$ cat config.mk
export PLATFORM = sky130hd
export DESIGN_NAME = suspend_gate
export DESIGN_NICKNAME = d
export VERILOG_FILES = /design/src/rtl/opcode_classifier.v /design/src/rtl/suspend_gate.v
export VERILOG_INCLUDE_DIRS = /design/src /design/src/rtl
export SDC_FILE = /design/constraint.sdc
export NUM_CORES = 1
export LEC_CHECK = 0
export BUFFER_PORTS_ARGS = -buffer_cell sky130_fd_sc_hd__clkbuf_2
export CAP_MARGIN = 20
export CORE_MARGIN = 2
export CORE_UTILIZATION = 35
export DETAILED_ROUTE_END_ITERATION = 8
export PLACE_DENSITY_LB_ADDON = 0.15
export SYNTH_ARGS = -nofsm -noshare
export SYNTH_HDL_FRONTEND = slang
export SYNTH_SLANG_ARGS = --single-unit
export TNS_END_PERCENT = 20
$ cat constraint.sdc
create_clock -name core_clk -period 2.6 [get_ports core_clk]
set_clock_uncertainty 0.05 [all_clocks]
set_input_delay 0.26 -clock core_clk [delete_from_list [all_inputs] [get_ports core_clk]]
set_output_delay 0.26 -clock core_clk [all_outputs]
set_load 0.01 [all_outputs]
$ cat src/rtl/suspend_summary_flag_gate_defs.vh
// opcode, operation-kind and timing constants for the suspend admission gate
`ifndef SUSPEND_SUMMARY_FLAG_GATE_DEFS_VH
`define SUSPEND_SUMMARY_FLAG_GATE_DEFS_VH
// ----------------------------------------------------------------------
// opcodes
// ----------------------------------------------------------------------
`define OP_READ_03      8'h03
`define OP_READ_0B      8'h0b
`define OP_READ_3B      8'h3b
`define OP_READ_6B      8'h6b
`define OP_READ_EB      8'heb
`define OP_READ_E7      8'he7
`define OP_ERASE_4K     8'h20
`define OP_ERASE_32K    8'h52
`define OP_ERASE_64K    8'hd8
`define OP_CHIP_ER_A    8'h60
`define OP_CHIP_ER_B    8'hc7
`define OP_PROG_A       8'h02
`define OP_PROG_B       8'ha2
`define OP_PROG_C       8'h32
`define OP_SEQ_PROG_A   8'had
`define OP_SEQ_PROG_B   8'haf
`define OP_SUSPEND_A    8'h75
`define OP_SUSPEND_B    8'hb0
`define OP_RESUME_A     8'h7a
`define OP_RESUME_B     8'hd0
`define OP_WREN         8'h06
`define OP_WRDI         8'h04
`define OP_VWREN        8'h50
`define OP_LOCK_BLK     8'h36
`define OP_UNLOCK_BLK   8'h39
`define OP_LOCK_ALL     8'h7e
`define OP_UNLOCK_ALL   8'h98
`define OP_LOCK_RD_A    8'h3c
`define OP_LOCK_RD_B    8'h3d
`define OP_OTP_PROG     8'h9b
`define OP_OTP_READ     8'h4b
`define OP_SR_RD_1      8'h05
`define OP_SR_RD_2      8'h35
`define OP_SR_RD_3      8'h15
`define OP_SR_RD_IND    8'h65
`define OP_SR_WR_1      8'h01
`define OP_SR_WR_2      8'h31
`define OP_SR_WR_3      8'h11
`define OP_SR_WR_IND    8'h71
`define OP_SR_LOCK      8'h6f
`define OP_TERMINATE    8'hf0
`define OP_RST_EN       8'h66
`define OP_RST_DEV      8'h99
`define OP_ID_A         8'h9f
`define OP_ID_B         8'h90
`define OP_ID_C         8'h94
`define OP_DPD          8'hb9
`define OP_DPD_EXIT     8'hab
`define OP_UDPD         8'h79
`define OP_SFDP         8'h5a
`define OP_WRAP         8'h77
// ----------------------------------------------------------------------
// operation kinds reported with an accepted opcode
// ----------------------------------------------------------------------
`define KIND_W          3
`define KIND_OTHER      3'h0
`define KIND_ERASE      3'h1
`define KIND_PROG       3'h2
`define KIND_NOSUSP     3'h3
`define KIND_SUSPEND    3'h4
`define KIND_RESUME     3'h5
// ----------------------------------------------------------------------
// timing
// ----------------------------------------------------------------------
`define CLK_PERIOD_NS   8
`define SUSPEND_SUMMARY_FLAG_LAT_NS     20000
`define SUSPEND_SUMMARY_FLAG_LAT_CYC    (`SUSPEND_SUMMARY_FLAG_LAT_NS / `CLK_PERIOD_NS)
`endif

$ cat src/rtl/opcode_classifier.v
// opcode admission table for busy and suspend states
`timescale 1ns/1ps
`include "suspend_summary_flag_gate_defs.vh"
module opcode_classifier (
    input  wire [7:0]  opcode,
    input  wire        busy,
    input  wire        prog_suspend_summary_flag,
    input  wire        erase_suspend_summary_flag,
    output reg         allowed,
    output reg  [2:0]  kind
);
    reg idle_ok;
    reg suspend_summary_flag_ok;
    reg busy_ok;
    reg never_ok;
    always @* begin
        idle_ok  = 1'b0;
        suspend_summary_flag_ok  = 1'b0;
        busy_ok  = 1'b0;
        never_ok = 1'b0;
        kind     = `KIND_OTHER;
        case (opcode)
            `OP_SR_RD_1, `OP_SR_RD_2, `OP_SR_RD_3, `OP_SR_RD_IND,
            `OP_TERMINATE, `OP_RST_EN, `OP_RST_DEV, `OP_ID_A,
            `OP_ID_B, `OP_ID_C, `OP_DPD_EXIT: begin
                busy_ok = 1'b1;
                suspend_summary_flag_ok = 1'b1;
            end
            `OP_SUSPEND_A, `OP_SUSPEND_B: begin
                busy_ok = 1'b1;
                kind    = `KIND_SUSPEND;
            end
            `OP_RESUME_A, `OP_RESUME_B: begin
                suspend_summary_flag_ok = 1'b1;
                kind    = `KIND_RESUME;
            end
            `OP_WREN, `OP_WRDI, `OP_VWREN, `OP_LOCK_RD_A, `OP_LOCK_RD_B,
            `OP_OTP_READ, `OP_SFDP, `OP_WRAP, `OP_READ_03, `OP_READ_0B,
            `OP_READ_3B, `OP_READ_6B, `OP_READ_EB, `OP_READ_E7: begin
                suspend_summary_flag_ok = 1'b1;
                idle_ok = 1'b1;
            end
            `OP_ERASE_4K, `OP_ERASE_32K, `OP_ERASE_64K: begin
                idle_ok = 1'b1;
                kind    = `KIND_ERASE;
            end
            `OP_CHIP_ER_A, `OP_CHIP_ER_B: begin
                idle_ok = 1'b1;
                kind    = `KIND_NOSUSP;
            end
            `OP_PROG_A, `OP_PROG_B, `OP_PROG_C: begin
                idle_ok = 1'b1;
                kind    = `KIND_PROG;
            end
            `OP_SEQ_PROG_A, `OP_SEQ_PROG_B: begin
                idle_ok = 1'b1;
                kind    = `KIND_NOSUSP;
            end
            `OP_SR_WR_1, `OP_SR_WR_2, `OP_SR_WR_3, `OP_SR_WR_IND,
            `OP_SR_LOCK, `OP_OTP_PROG: begin
                never_ok = 1'b1;
                kind     = `KIND_NOSUSP;
            end
            `OP_LOCK_BLK, `OP_UNLOCK_BLK, `OP_LOCK_ALL, `OP_UNLOCK_ALL,
            `OP_DPD, `OP_UDPD: begin
                never_ok = 1'b1;
            end
            default: begin
                idle_ok = 1'b1;
            end
        endcase
        if (busy)
            allowed = busy_ok;
        else if (prog_suspend_summary_flag)
            allowed = suspend_summary_flag_ok;
        else if (erase_suspend_summary_flag)
            // program may nest inside an erase suspend, erase may not
            allowed = suspend_summary_flag_ok || kind == `KIND_PROG;
        else
            allowed = idle_ok || busy_ok || suspend_summary_flag_ok || never_ok;
        if (never_ok && (busy || prog_suspend_summary_flag || erase_suspend_summary_flag))
            allowed = 1'b0;
    end
endmodule // opcode_classifier

$ cat src/rtl/suspend_gate.v
// program/erase suspend admission and status flag control
//
// Summary of operation
// - while busy only status, suspend, terminate, reset, ID, DPD exit pass
// - lock, OTP program, status write/lock, power-down refused when not idle
// - in program suspend accept resume, latch, reads; refuse erase/program
// - in erase suspend accept the same non-modifying and latch opcodes
// - suspend takes effect one suspend latency after the accept, which follows chip select rise by the synchroniser delay
// - completed suspend sets summary flag and program or erase flag
// - completed suspend clears ready_busy_flag
// - status writes, status lock, OTP program cannot be suspended
// - suspend ignored during chip erase, sequential program, non-suspendable
// - program may start and run while erase is suspended
// - nested program completes before suspended erase resumes
// - no erase may start while a program is suspended
// - suspend acts regardless of write_enable_latch
// - two suspend opcodes behave identically
// - refused opcodes do nothing and leave write_enable_latch alone
// - suspend only when chip select rises on an eight-bit boundary
`timescale 1ns/1ps
`include "suspend_summary_flag_gate_defs.vh"
module suspend_gate #(
    parameter SUSPEND_SUMMARY_FLAG_LAT_CYCLES = `SUSPEND_SUMMARY_FLAG_LAT_CYC
) (
    input  wire        core_clk,
    input  wire        sys_rst,
    input  wire        spi_sck,
    input  wire        spi_cs_n,
    input  wire        spi_si,
    input  wire        op_done,
    output reg         ready_busy_flag,
    output reg         program_suspended_flag,
    output reg         erase_suspended_flag,
    output reg         suspend_summary_flag,
    output reg         cmd_accept,
    output reg  [7:0]  cmd_opcode,
    output reg         op_halt,
    output reg         op_resume
);
    // ------------------------------------------------------------------
    // pin synchronisers
    // ------------------------------------------------------------------
    reg [1:0] sck_sync_reg;
    reg [1:0] cs_sync_reg;
    reg [1:0] si_sync_reg;
    reg       sck_prev_reg;
    reg       cs_prev_reg;
    always @(posedge core_clk) begin
        if (sys_rst) begin
            sck_sync_reg <= 2'b00;
            cs_sync_reg  <= 2'b11;
            si_sync_reg  <= 2'b00;
            sck_prev_reg <= 1'b0;
            cs_prev_reg  <= 1'b1;
        end else begin
            sck_sync_reg <= {sck_sync_reg[0], spi_sck};
            cs_sync_reg  <= {cs_sync_reg[0], spi_cs_n};
            si_sync_reg  <= {si_sync_reg[0], spi_si};
            sck_prev_reg <= sck_sync_reg[1];
            cs_prev_reg  <= cs_sync_reg[1];
        end
    end
    // edges are found a few clocks late; sck phases shorter than one
    // clock can be lost, which caps the link rate
    wire sck_rise = sck_sync_reg[1] & ~sck_prev_reg;
    wire cs_rise  = cs_sync_reg[1] & ~cs_prev_reg;
    wire cs_low   = ~cs_sync_reg[1];

    // ------------------------------------------------------------------
    // opcode shifter; only the first byte of a frame matters here
    // ------------------------------------------------------------------
    reg [7:0] shift_reg;
    reg [2:0] bit_cnt_reg;
    reg       first_done_reg;
    reg       aligned_reg;
    reg [7:0] opcode_reg;
    // misaligned release leaves aligned_reg low so the frame is void
    always @(posedge core_clk) begin
        if (sys_rst) begin
            shift_reg      <= 8'h00;
            bit_cnt_reg    <= 3'h0;
            first_done_reg <= 1'b0;
            aligned_reg    <= 1'b1;
            opcode_reg     <= 8'h00;
        end else if (!cs_low) begin
            bit_cnt_reg    <= 3'h0;
            first_done_reg <= 1'b0;
            aligned_reg    <= 1'b1;
        end else if (sck_rise) begin
            shift_reg   <= {shift_reg[6:0], si_sync_reg[1]};
            bit_cnt_reg <= bit_cnt_reg + 3'h1;
            aligned_reg <= (bit_cnt_reg == 3'h7);
            if (bit_cnt_reg == 3'h7 && !first_done_reg) begin
                first_done_reg <= 1'b1;
                opcode_reg     <= {shift_reg[6:0], si_sync_reg[1]};
            end
        end
    end

    // ------------------------------------------------------------------
    // admission
    // ------------------------------------------------------------------
    wire       allowed;
    wire [2:0] kind;
    opcode_classifier u_class (
        .opcode     (opcode_reg),
        .busy       (ready_busy_flag),
        .prog_suspend_summary_flag  (program_suspended_flag),
        .erase_suspend_summary_flag (erase_suspended_flag),
        .allowed    (allowed),
        .kind       (kind)
    );
    // a command counts only when cs rises on a byte boundary
    wire frame_ok = cs_rise && first_done_reg && aligned_reg;
    // resume needs something held in suspend
    wire any_suspend_summary_flag = program_suspended_flag | erase_suspended_flag;

    // ------------------------------------------------------------------
    // operation tracking
    // ------------------------------------------------------------------
    localparam RUN_NONE  = 2'd0;
    localparam RUN_ERASE = 2'd1;
    localparam RUN_PROG  = 2'd2;
    localparam RUN_LOCK  = 2'd3; // running but not suspendable
    reg [1:0]  run_reg;
    reg        halt_pend_reg;
    // counter wide enough for any realistic latency setting
    reg [31:0] lat_cnt_reg;
    reg        nested_reg;
    always @(posedge core_clk) begin
        if (sys_rst) begin
            ready_busy_flag        <= 1'b0;
            program_suspended_flag <= 1'b0;
            erase_suspended_flag   <= 1'b0;
            suspend_summary_flag   <= 1'b0;
            cmd_accept             <= 1'b0;
            cmd_opcode             <= 8'h00;
            op_halt                <= 1'b0;
            op_resume              <= 1'b0;
            run_reg                <= RUN_NONE;
            halt_pend_reg          <= 1'b0;
            lat_cnt_reg            <= 32'h0;
            nested_reg             <= 1'b0;
        end else begin
            cmd_accept <= 1'b0;
            op_halt    <= 1'b0;
            op_resume  <= 1'b0;
            // frames landing during a pending halt or a completion cycle
            // are dropped; the host is expected to poll status first
            if (halt_pend_reg) begin
                // halt completes SUSPEND_SUMMARY_FLAG_LAT_CYCLES cycles after the accept
                if (lat_cnt_reg >= SUSPEND_SUMMARY_FLAG_LAT_CYCLES - 1) begin
                    halt_pend_reg   <= 1'b0;
                    op_halt         <= 1'b1;
                    ready_busy_flag <= 1'b0;
                    suspend_summary_flag <= 1'b1;
                    if (run_reg == RUN_PROG)
                        program_suspended_flag <= 1'b1;
                    else
                        erase_suspended_flag <= 1'b1;
                    run_reg <= RUN_NONE;
                end else begin
                    lat_cnt_reg <= lat_cnt_reg + 32'h1;
                end
            end else if (ready_busy_flag && op_done) begin
                ready_busy_flag <= 1'b0;
                run_reg         <= RUN_NONE;
                if (nested_reg && !program_suspended_flag)
                    nested_reg <= 1'b0;
            end else if (frame_ok && allowed) begin
                cmd_accept <= 1'b1;
                cmd_opcode <= opcode_reg;
                case (kind)
                    `KIND_SUSPEND: begin
                        // no write-enable check on purpose
                        if (run_reg == RUN_ERASE ||
                            run_reg == RUN_PROG) begin
                            halt_pend_reg <= 1'b1;
                            lat_cnt_reg   <= 32'h0;
                        end
                    end
                    `KIND_RESUME: begin
                        // with nothing held, resume is only acknowledged
                        if (any_suspend_summary_flag) begin
                            op_resume       <= 1'b1;
                            ready_busy_flag <= 1'b1;
                            // program resumes first in a double suspend
                            if (program_suspended_flag) begin
                                program_suspended_flag <= 1'b0;
                                run_reg <= RUN_PROG;
                                if (!erase_suspended_flag)
                                    suspend_summary_flag <= 1'b0;
                            end else begin
                                erase_suspended_flag <= 1'b0;
                                suspend_summary_flag <= 1'b0;
                                run_reg <= RUN_ERASE;
                            end
                        end
                    end
                    `KIND_ERASE: begin
                        ready_busy_flag <= 1'b1;
                        run_reg         <= RUN_ERASE;
                    end
                    `KIND_PROG: begin
                        ready_busy_flag <= 1'b1;
                        run_reg         <= RUN_PROG;
                        nested_reg      <= erase_suspended_flag;
                    end
                    `KIND_NOSUSP: begin
                        ready_busy_flag <= 1'b1;
                        run_reg         <= RUN_LOCK;
                    end
                    default: begin
                        run_reg <= run_reg;
                    end
                endcase
            end
        end
    end
endmodule // suspend_gate

; ---- Word level (Yosys, flattened, before mapping)
; Cells that the tools add are included.
[word_totals]
input_bits = 6
register_bits = 78
elab_cells = 207
[op_classes]
addsub = 2
n_eq_ne = 67
order_cmp = 1
mux = 60
bitwise = 10
reduce_logical = 46
[op_table]
columns = operator, count
row1 = 2-to-1 mux 32 bit, 6
row2 = "equality test 8 bit, second input constant", 18
row3 = "equality test 8 x 7 -> 1 bit, second input constant", 15
row4 = "equality test 8 x 6 -> 1 bit, second input constant", 9
row5 = OR reduction 27 bit, 2
row6 = 2-to-1 mux 1 bit, 45
row7 = "adder 32 x 1 -> 32 bit, second input constant", 1
row8 = "greater-or-equal comparator 32 x 12 -> 1 bit, second input constant", 1
row9 = "equality test 8 x 3 -> 1 bit, second input constant", 3
row10 = "equality test 8 x 2 -> 1 bit, second input constant", 2
row11 = "equality test 8 x 5 -> 1 bit, second input constant", 2
row12 = one-hot mux 3 bit (5 select lines), 1
row13 = OR reduction 13 bit, 1
row14 = 2-to-1 mux 2 bit, 6
row15 = AND reduction 6 bit, 2
row16 = OR reduction 12 bit, 1
row17 = OR reduction 3 bit, 4
row18 = nonzero test 2 bit, 5
row19 = OR reduction 10 bit, 1
row20 = "equality test 3 bit, second input constant", 3
row21 = "equality test 8 x 1 -> 1 bit, second input constant", 1
row22 = "equality test 8 x 4 -> 1 bit, second input constant", 1
row23 = one-hot mux 2 bit (4 select lines), 1
row24 = AND reduction 4 bit, 2
row25 = other kinds (25), 53

; ---- Longest topological paths before layout
; Gate-level depths: netlist of the first run.
[logic_depth]
depth_word = 14
ltp_mapped = 10
depth_no_buf = 8

; ---- By module
; From an unflattened synthesis of the first run, not the netlist that was laid out.
[unflattened]
hier_cells = 403
area_unflattened_um2 = 3555.9
[modules_own_cells]
columns = module, instances, seq_area_each_um2, cells_each, area_per_inst_um2
row1 = suspend_gate, 1, 1561.5, 295, 2866.5
row2 = opcode_classifier, 1, 0.0, 108, 689.4

; ---- Worst setup path after synthesis of the first run
; No wires, ideal clock.
[synth_timing]
path_type = register to register
startpoint = register opcode_reg[0]
endpoint = register lat_cnt_reg[22]
path_slack_ns = 0.205
n_path_buf = 2
path_stages_with_launch = 10
setup_ns = 0.070
t_arrival_ns = 2.276
cell_sequence = dfxtp_1 > buf_6 > or4_4 > a2111oi_4 > o31ai_2 > a21oi_4 > nor2_2 > buf_6 > or3_1 > a21oi_1
[synth_between]
elab_chain_len = 13
elab_cells_between_ends = 80
classes_between = 53 x eq/ne / 9 x mux / 18 x reduce/logical
[synth_rtl]
columns = element, line
row1 = from (decl), suspend_gate.v:76  ; reg [7:0] opcode_reg;
row2 = from (signal assigned), suspend_gate.v:95  ; opcode_reg <= {shift_reg[6:0], si_sync_reg[1]};
row3 = branches (longest 12 deep; another with OR reduction 10 bit), n/a
row4 = AND reduction 5 bit (no source line) (*), n/a
row5 = to (signal assigned), suspend_gate.v:163  ; lat_cnt_reg <= lat_cnt_reg + 32'h1;
row6 = to (decl), suspend_gate.v:128  ; reg [31:0] lat_cnt_reg;
; Every way passes the cells marked *.
; A chain may end at the register's enable or synchronous reset.

; ---- Worst setup path after layout of the first run
[layout_timing]
startpoint = register opcode_reg[5]
endpoint = register lat_cnt_reg[7]
; The elaborated chain is that of the path after synthesis.

==> metrics.md, run 1 <==
| Metric | Value |
|---|---|
| Unique cell type count in the Yosys netlist | 59 |
| VDD IR-drop max | 0.3034 mV |
| GRT Overall Usage | between 15 and 20% |
| Largest net degree at the start of global routing | 32 |
| Syn nets | 434 |
| CP max FO | 12 |
| Placed Instances | slightly below 600 |
| CTS root buffer | clkbuf_8 |
| Drt wl/cell | 13.94 um |
| CP max stage cell | or4_4 |
| First-iteration detailed-routing DRC count | 167 |
| IO Pins | 21 |
| Die area | about 11,000 sq um |
| HPWL after detailed placement | 6144 um |
| Multiplexer share of the synthesized area | 6.495% |
| Hold path startpoint | spi_cs_n |
| Synthesized instance count | between 400 and 500 |
| Core Rows | 37 |
| Ant. Diodes | 0 |
| Cell area after synthesis | 3699 sq um |
| Asr flop ratio synth | 0% |
| Seq cells post-synth | 78 |
| Vias in the first global route | slightly below 3,000 |
| Compound-Gate Fraction of Synth Area | 14.65% |
| Synth warn | 0 |
| Critical path buffers and inverters | 2 |
| H-tree depth | 3 |
| Worst Setup End Kind | flop |
| Hold Path Class | input port to flop |
| Power density cells | approximately 490 nW/um^2 |
| Min Tclk post-route | 2.514 ns |
| Xor-xnor portion of the synthesized cell area | 2.368% |
| Core area | 10,280 sq um |
| Commonest non-fill, non-tap cells in the layout | dfxtp_1, buf_4, nand2_1, nor2_1, mux2i_1 |
| Worst-margin pin slew | 0.5816 ns |
| Worst slew margin | 61.01% |
| Vias | 3,125 |
| Largest family of logic cells by synthesized area | simple AND/OR/NAND/NOR gates |
| Synth Area per Inst | 8.723 sq um |
| Max stage delay on crit path | 0.54 ns |
| DRT Wirelength | approximately 8500 um |
| CP delay by family, top | simple AND/OR/NAND/NOR gates |
| Post-Synth Adder-Cell Area | around 1.4% |
| Worst hold margin | between 0.02 and 0.03 ns |
| Number of flops mapped to enable cells by yosys | 0 |
| Layout area overhead | 20.50% |
| First-pass GRT wire length | 14,500 um |
| Initial core utilization | 35.99% |
| Final nets | 482 |
| CTS buffer count | 9 |
| Leakage | 1.777 nW |
| Die Height | 106.8 um |
| Pre-antenna DRT Iters | 4 |
| Register area share after synthesis | 42.22% |
| Number of max-cap violations | 0 |
| Overall die width | between 100 and 150 um |
| Critical Path Source | opcode_reg[5]$_SDFFE_PP0P_ |
| CTS Sinks | 78 |
| Routability Congestion | 0.8150 |
| Worst skew pair latency | 0.36 ns |
| Vias per inst | 5.098 |
| Share of cells above drive strength 1 | 22.43% |
| CP startpoint kind | flop |
| Maximum clock frequency | 397.8 MHz |
| Bufs on Longest Clock Path | 2 |
| IO buf count | 20 |
| Most common cell after layout, fill and taps aside | dfxtp_1 |
| Max reg flops | 32 |
| Final ANT Viol Nets | 0 |
| Residual DRC | 0 |
| Critical Path AT | 2.77 ns |
| Initial antenna violation count | 0 |
| RR Startpoint | opcode_reg[5]$_SDFFE_PP0P_ |
| Final Hold Viols | 0 |
| Slew Limit Fails | 0 |
| Worst endpoint required time | 2.86 ns |
| WS Path Type | flop to flop |
| Grt total ovfl | 0 |
| Outcome | complete, no violations |
| Critical path, cell by cell | or4_4 > a2111oi_4 > o31ai_2 > buf_4 > a21oi_4 > buf_6 > nor2_4 > or4_1 > nand2_1 |
| Post-route insts no fill | 613 |
| Dominant synthesized flop cell | dfxtp_1 |
| CTS tree | done |
| Clk pin slew, worst setup/hold paths | 0.10 ns |
| Synth Area in Simple Gates | around 28% |
| Setup violations, final | 0 |
| Final period utilization | 96.68% |
layer usage:
layer	vias to the layer above	track usage, %	wire, um
met5	-	0	0
met4	0	5.102	124
met3	12	3.587	292
met2	53	25.25	3962
met1	1465	21.32	4164
li1	1595	-	-
metrics by stage:
stage                     utilization (%)  setup TNS (ns)  area (sq um)  worst slack (ns)  total power, mW
after floorplan                         -               0          3699            0.2045            1.282
after global placement              40.71               0          4184           0.02424            1.313
after detailed placement            40.71               0          4184         0.0004192            1.314
after CTS                           42.61               0          4379           0.03671            2.207
after global routing                43.36        -0.01475          4457         -0.006772            2.270
final                               43.36               0          4457           0.08624            2.169
report_power, final:
group / internal (mW) / switching (mW) / total [mW]
Combinational: 0.0375 / 0.0475 / 0.0850
Sequential: 1.20 / 0.00285 / 1.20
Clock: 0.368 / 0.513 / 0.881
Total: 1.61 / 0.563 / 2.17
worst paths after layout:
path	end	slack (ns)	depth (start not counted)
max reg2reg	lat_cnt_reg[7]$_SDFFE_PP0P_	0.09	9
max	lat_cnt_reg[7]$_SDFFE_PP0P_	0.09	9
min	cs_sync_reg[0]$_SDFF_PP1_	0.03	2
min reg2reg	cs_sync_reg[1]$_SDFF_PP1_	0.37	1
synthesized netlist by cell type (4+ instances only):
master / instances / area, sq um
dfxtp_1: 78 / 1562
a31oi_1: 5 / 31.28
buf_2: 9 / 45.04
ha_1: 4 / 50.05
nand3_1: 9 / 45.04
a21o_1: 4 / 30.03
or3_1: 5 / 31.28
nor3_1: 5 / 25.02
or2_2: 5 / 31.28
a21oi_1: 19 / 95.09
and3_1: 9 / 56.30
o21a_1: 4 / 30.03
nand2b_1: 7 / 43.79
xnor2_1: 6 / 52.55
and2_1: 17 / 106.4
nor3b_1: 4 / 30.03
xor2_1: 4 / 35.03
nand2_1: 44 / 165.2
mux2i_1: 24 / 240.2
and4b_1: 4 / 40.04
o21ai_0: 16 / 80.08
nor2b_1: 11 / 68.82
inv_1: 7 / 26.28
clkbuf_1: 20 / 75.07
nor4_1: 7 / 43.79
nand4_1: 6 / 37.54
nor2_1: 40 / 150.1
repair_timing:
action | in CTS | in global routing
setup endpoints to repair | 9 | 16
hold buffers | 0 | 0
pin swaps | 1 | 5
gates cloned | 0 | 1
buffers inserted | 0 | 2
gates resized for setup | 3 | 13
layout make-up:
type | count | area (sq um)
inverters | 7 | 26.28
well taps | 136 | 170.2
repair buffers | 70 | 499.2
clock inverters | 7 | 63.81
fillers | 1074 | 5821
clock buffers | 9 | 123.9
multi-input cells | 306 | 2006
flip-flops and latches | 78 | 1568
logic make-up (layout without fill, tap and decap cells):
family                     after synthesis  count (layout)
adders and majority gates                4               4
DFF                                     78              78
xor gates and xnor gates                10              10
and+or+nand+nor                        192             192
buffers and inverters                   40              93
AOI/OAI and AO/OA                       76              76
muxes                                   24              24
Note: power is estimated with default switching activity, not from simulation.
==> run 2: changes to the inputs <==
CTS_CLUSTER_DIAMETER = 200   (was unset)
clock period = 2.8 ns   (was 2.6 ns; I/O delays follow)
==> run 2 against run 1 <==
Largest cell class unchanged; first-iteration DRC count fell by 22%; sequential power is 7% lower; cell area shrank 6.0%; routed wire length fell by 5.2%; sequential cell count unchanged; critical path depth down 2; final cell count is 4.7% lower; non-clock buffer count is 28 lower; core utilization decreased by 2.6 points; highest routed layer unchanged; worst hold slack better by 0.034 ns; count of clock-buffer cells in the layout grew 3.
==> metrics.md, run 2 (same netlist as run 1, synthesis figures left out) <==
| Metric | Value |
|---|---|
| Die Height | 106.8 um |
| Vias in the first global route | just under 3,000 |
| Residual DRC | 0 |
| CTS buffer count | 9 |
| Core area | roughly 10,000 sq um |
| Worst endpoint required time | about 3 ns |
| Bufs on Longest Clock Path | 2 |
| RSZ-0062 raised after global routing | no |
| Total chip power | 2.074 mW |
| Register area | 1562 sq um |
| Leakage | around 1.6 nW |
| CP max FO | 14 |
| First-iteration detailed-routing DRC count | 131 |
| WS Path Type | flop to flop |
| CP startpoint kind | flop |
| Min Tclk post-route | roughly 2.5 ns |
| HPWL after detailed placement | 5722 um |
| Layout area overhead | 13.33% |
| Post-route setup TNS | 0 ns |
| Worst-margin pin slew | 0.6699 ns |
| CTS Sinks | 78 |
| VDD IR-drop max | 0.2526 mV |
| Hold_buf cts | 0 |
| DRT Wirelength | 8100 um |
| Final Hold Viols | 0 |
| Commonest non-fill, non-tap cells in the layout | dfxtp_1, nand2_1, nor2_1, mux2i_1, buf_4 |
| Drt wl/cell | 13.87 um |
| Share of cells above drive strength 1 | 15.63% |
| Clk pin slew, worst setup/hold paths | 0.08 ns |
| Slew Limit Fails | 0 |
| Critical Path AT | 2.77 ns |
| Vias | 2,962 |
| Initial core utilization | 35.99% |
| IO Pins | 21 |
| GRT Overall Usage | 15.26% |
| Final ANT Viol Nets | 0 |
| Overall die width | 106.8 um |
| Worst Setup End Kind | flop |
| Final nets | 454 |
| Initial antenna violation count | 0 |
| Largest net degree at the start of global routing | 24 |
| Grt total ovfl | 0 |
| Maximum clock frequency | 396.1 MHz |
| Area of the multi-input gates | 1961 sq um |
| Number of max-cap violations | 0 |
| Most common cell after layout, fill and taps aside | dfxtp_1 |
| Worst skew pair latency | 0.34 ns |
| Worst slew margin | 54.99% |
| Max reg flops | 32 |
| Die area | roughly 11,000 sq um |
| Post-CTS setup buffer count | 0 |
| Routability Congestion | 0.7681 |
| IO buf count | 20 |
| Ant. Diodes | 0 |
| Vias per inst | 5.072 |
| Pre-antenna DRT Iters | 4 |
| CTS resizes | 0 |
| Core Rows | 37 |
| CTS root buffer | clkbuf_8 |
| Final period utilization | 90.16% |
| Hold Path Class | input port to flop |
| Setup violations, final | 0 |
| Power density cells | roughly 490 nW/um^2 |
| Outcome | complete, no violations |
| Fillcell total | 1,047 |
| CTS tree | done |
| H-tree depth | 3 |
| First-pass GRT wire length | 13,990 um |
run 2: cell types whose count changed in the layout (fill, tap and decap cells not counted), sizes merged:
cell      before  now
clkinvlp       2    1
buf           49   22
bufinv         0    1
inv           11    7
clkbuf        30   32
run 2: through the flow:
stage,hold WS [ns],worst slack [ns],utilization (%),cell area (sq um),instances
global route,0.05081,0.06932,40.78,4192,584
finish,0.06314,0.2755,40.78,4192,584
CTS,0.04489,0.2619,40.78,4192,584
detailed placement,0.3440,0.2845,38.76,3984,569
global placement,0.3435,0.3105,38.76,3984,569
floorplan,0.3338,0.4045,-,3699,424
run 2: area by class of cell:
cell class	count	area share (%)
clock inverter	3	1.015
sequential	78	37.25
inverter	7	0.6269
timing repair buffer	42	6.328
multi-input combinational	306	46.78
tap	136	4.060
clock buffer	12	3.940
run 2: final timing paths:
check                                 to                       start  slack (ns)  cells past startpoint
max          lat_cnt_reg[7]$_SDFFE_PP0P_  opcode_reg[2]$_SDFFE_PP0P_        0.28                      7
min            cs_sync_reg[0]$_SDFF_PP1_                    spi_cs_n        0.06                      2
max reg2reg  lat_cnt_reg[7]$_SDFFE_PP0P_  opcode_reg[2]$_SDFFE_PP0P_        0.28                      7
min reg2reg    cs_sync_reg[1]$_SDFF_PP1_   cs_sync_reg[0]$_SDFF_PP1_        0.37                      1
run 2: worst max-delay path: stages (launching register included):
cell and delay (ns):
dfxtp_1 0.60, and4b_1 0.26, o2111ai_1 0.18, or3_1 0.44
a21oi_4 0.20, nor2_2 0.15, or4_1 0.52, nand2_1 0.07
run 2: metal layers:
layer  GRT usage (%)  share of wire, %  up-vias  routed length, um
met1           20.51                50     1367               4071
met3           3.100               2.4       11                194
met2           23.89                46       36               3727
met4           6.308               1.3        0                106
li1                -                 -     1548                  -
met5               0                 0        -                  0
run 2: power by group:
| part | internal [mW] | total, mW | switching, mW |
|---|---|---|---|
| combinational | 0.0259 | 0.0642 | 0.0383 |
| clock | 0.479 | 0.887 | 0.408 |
| sequential | 1.12 | 1.12 | 0.00710 |
| total | 1.62 | 2.07 | 0.453 |
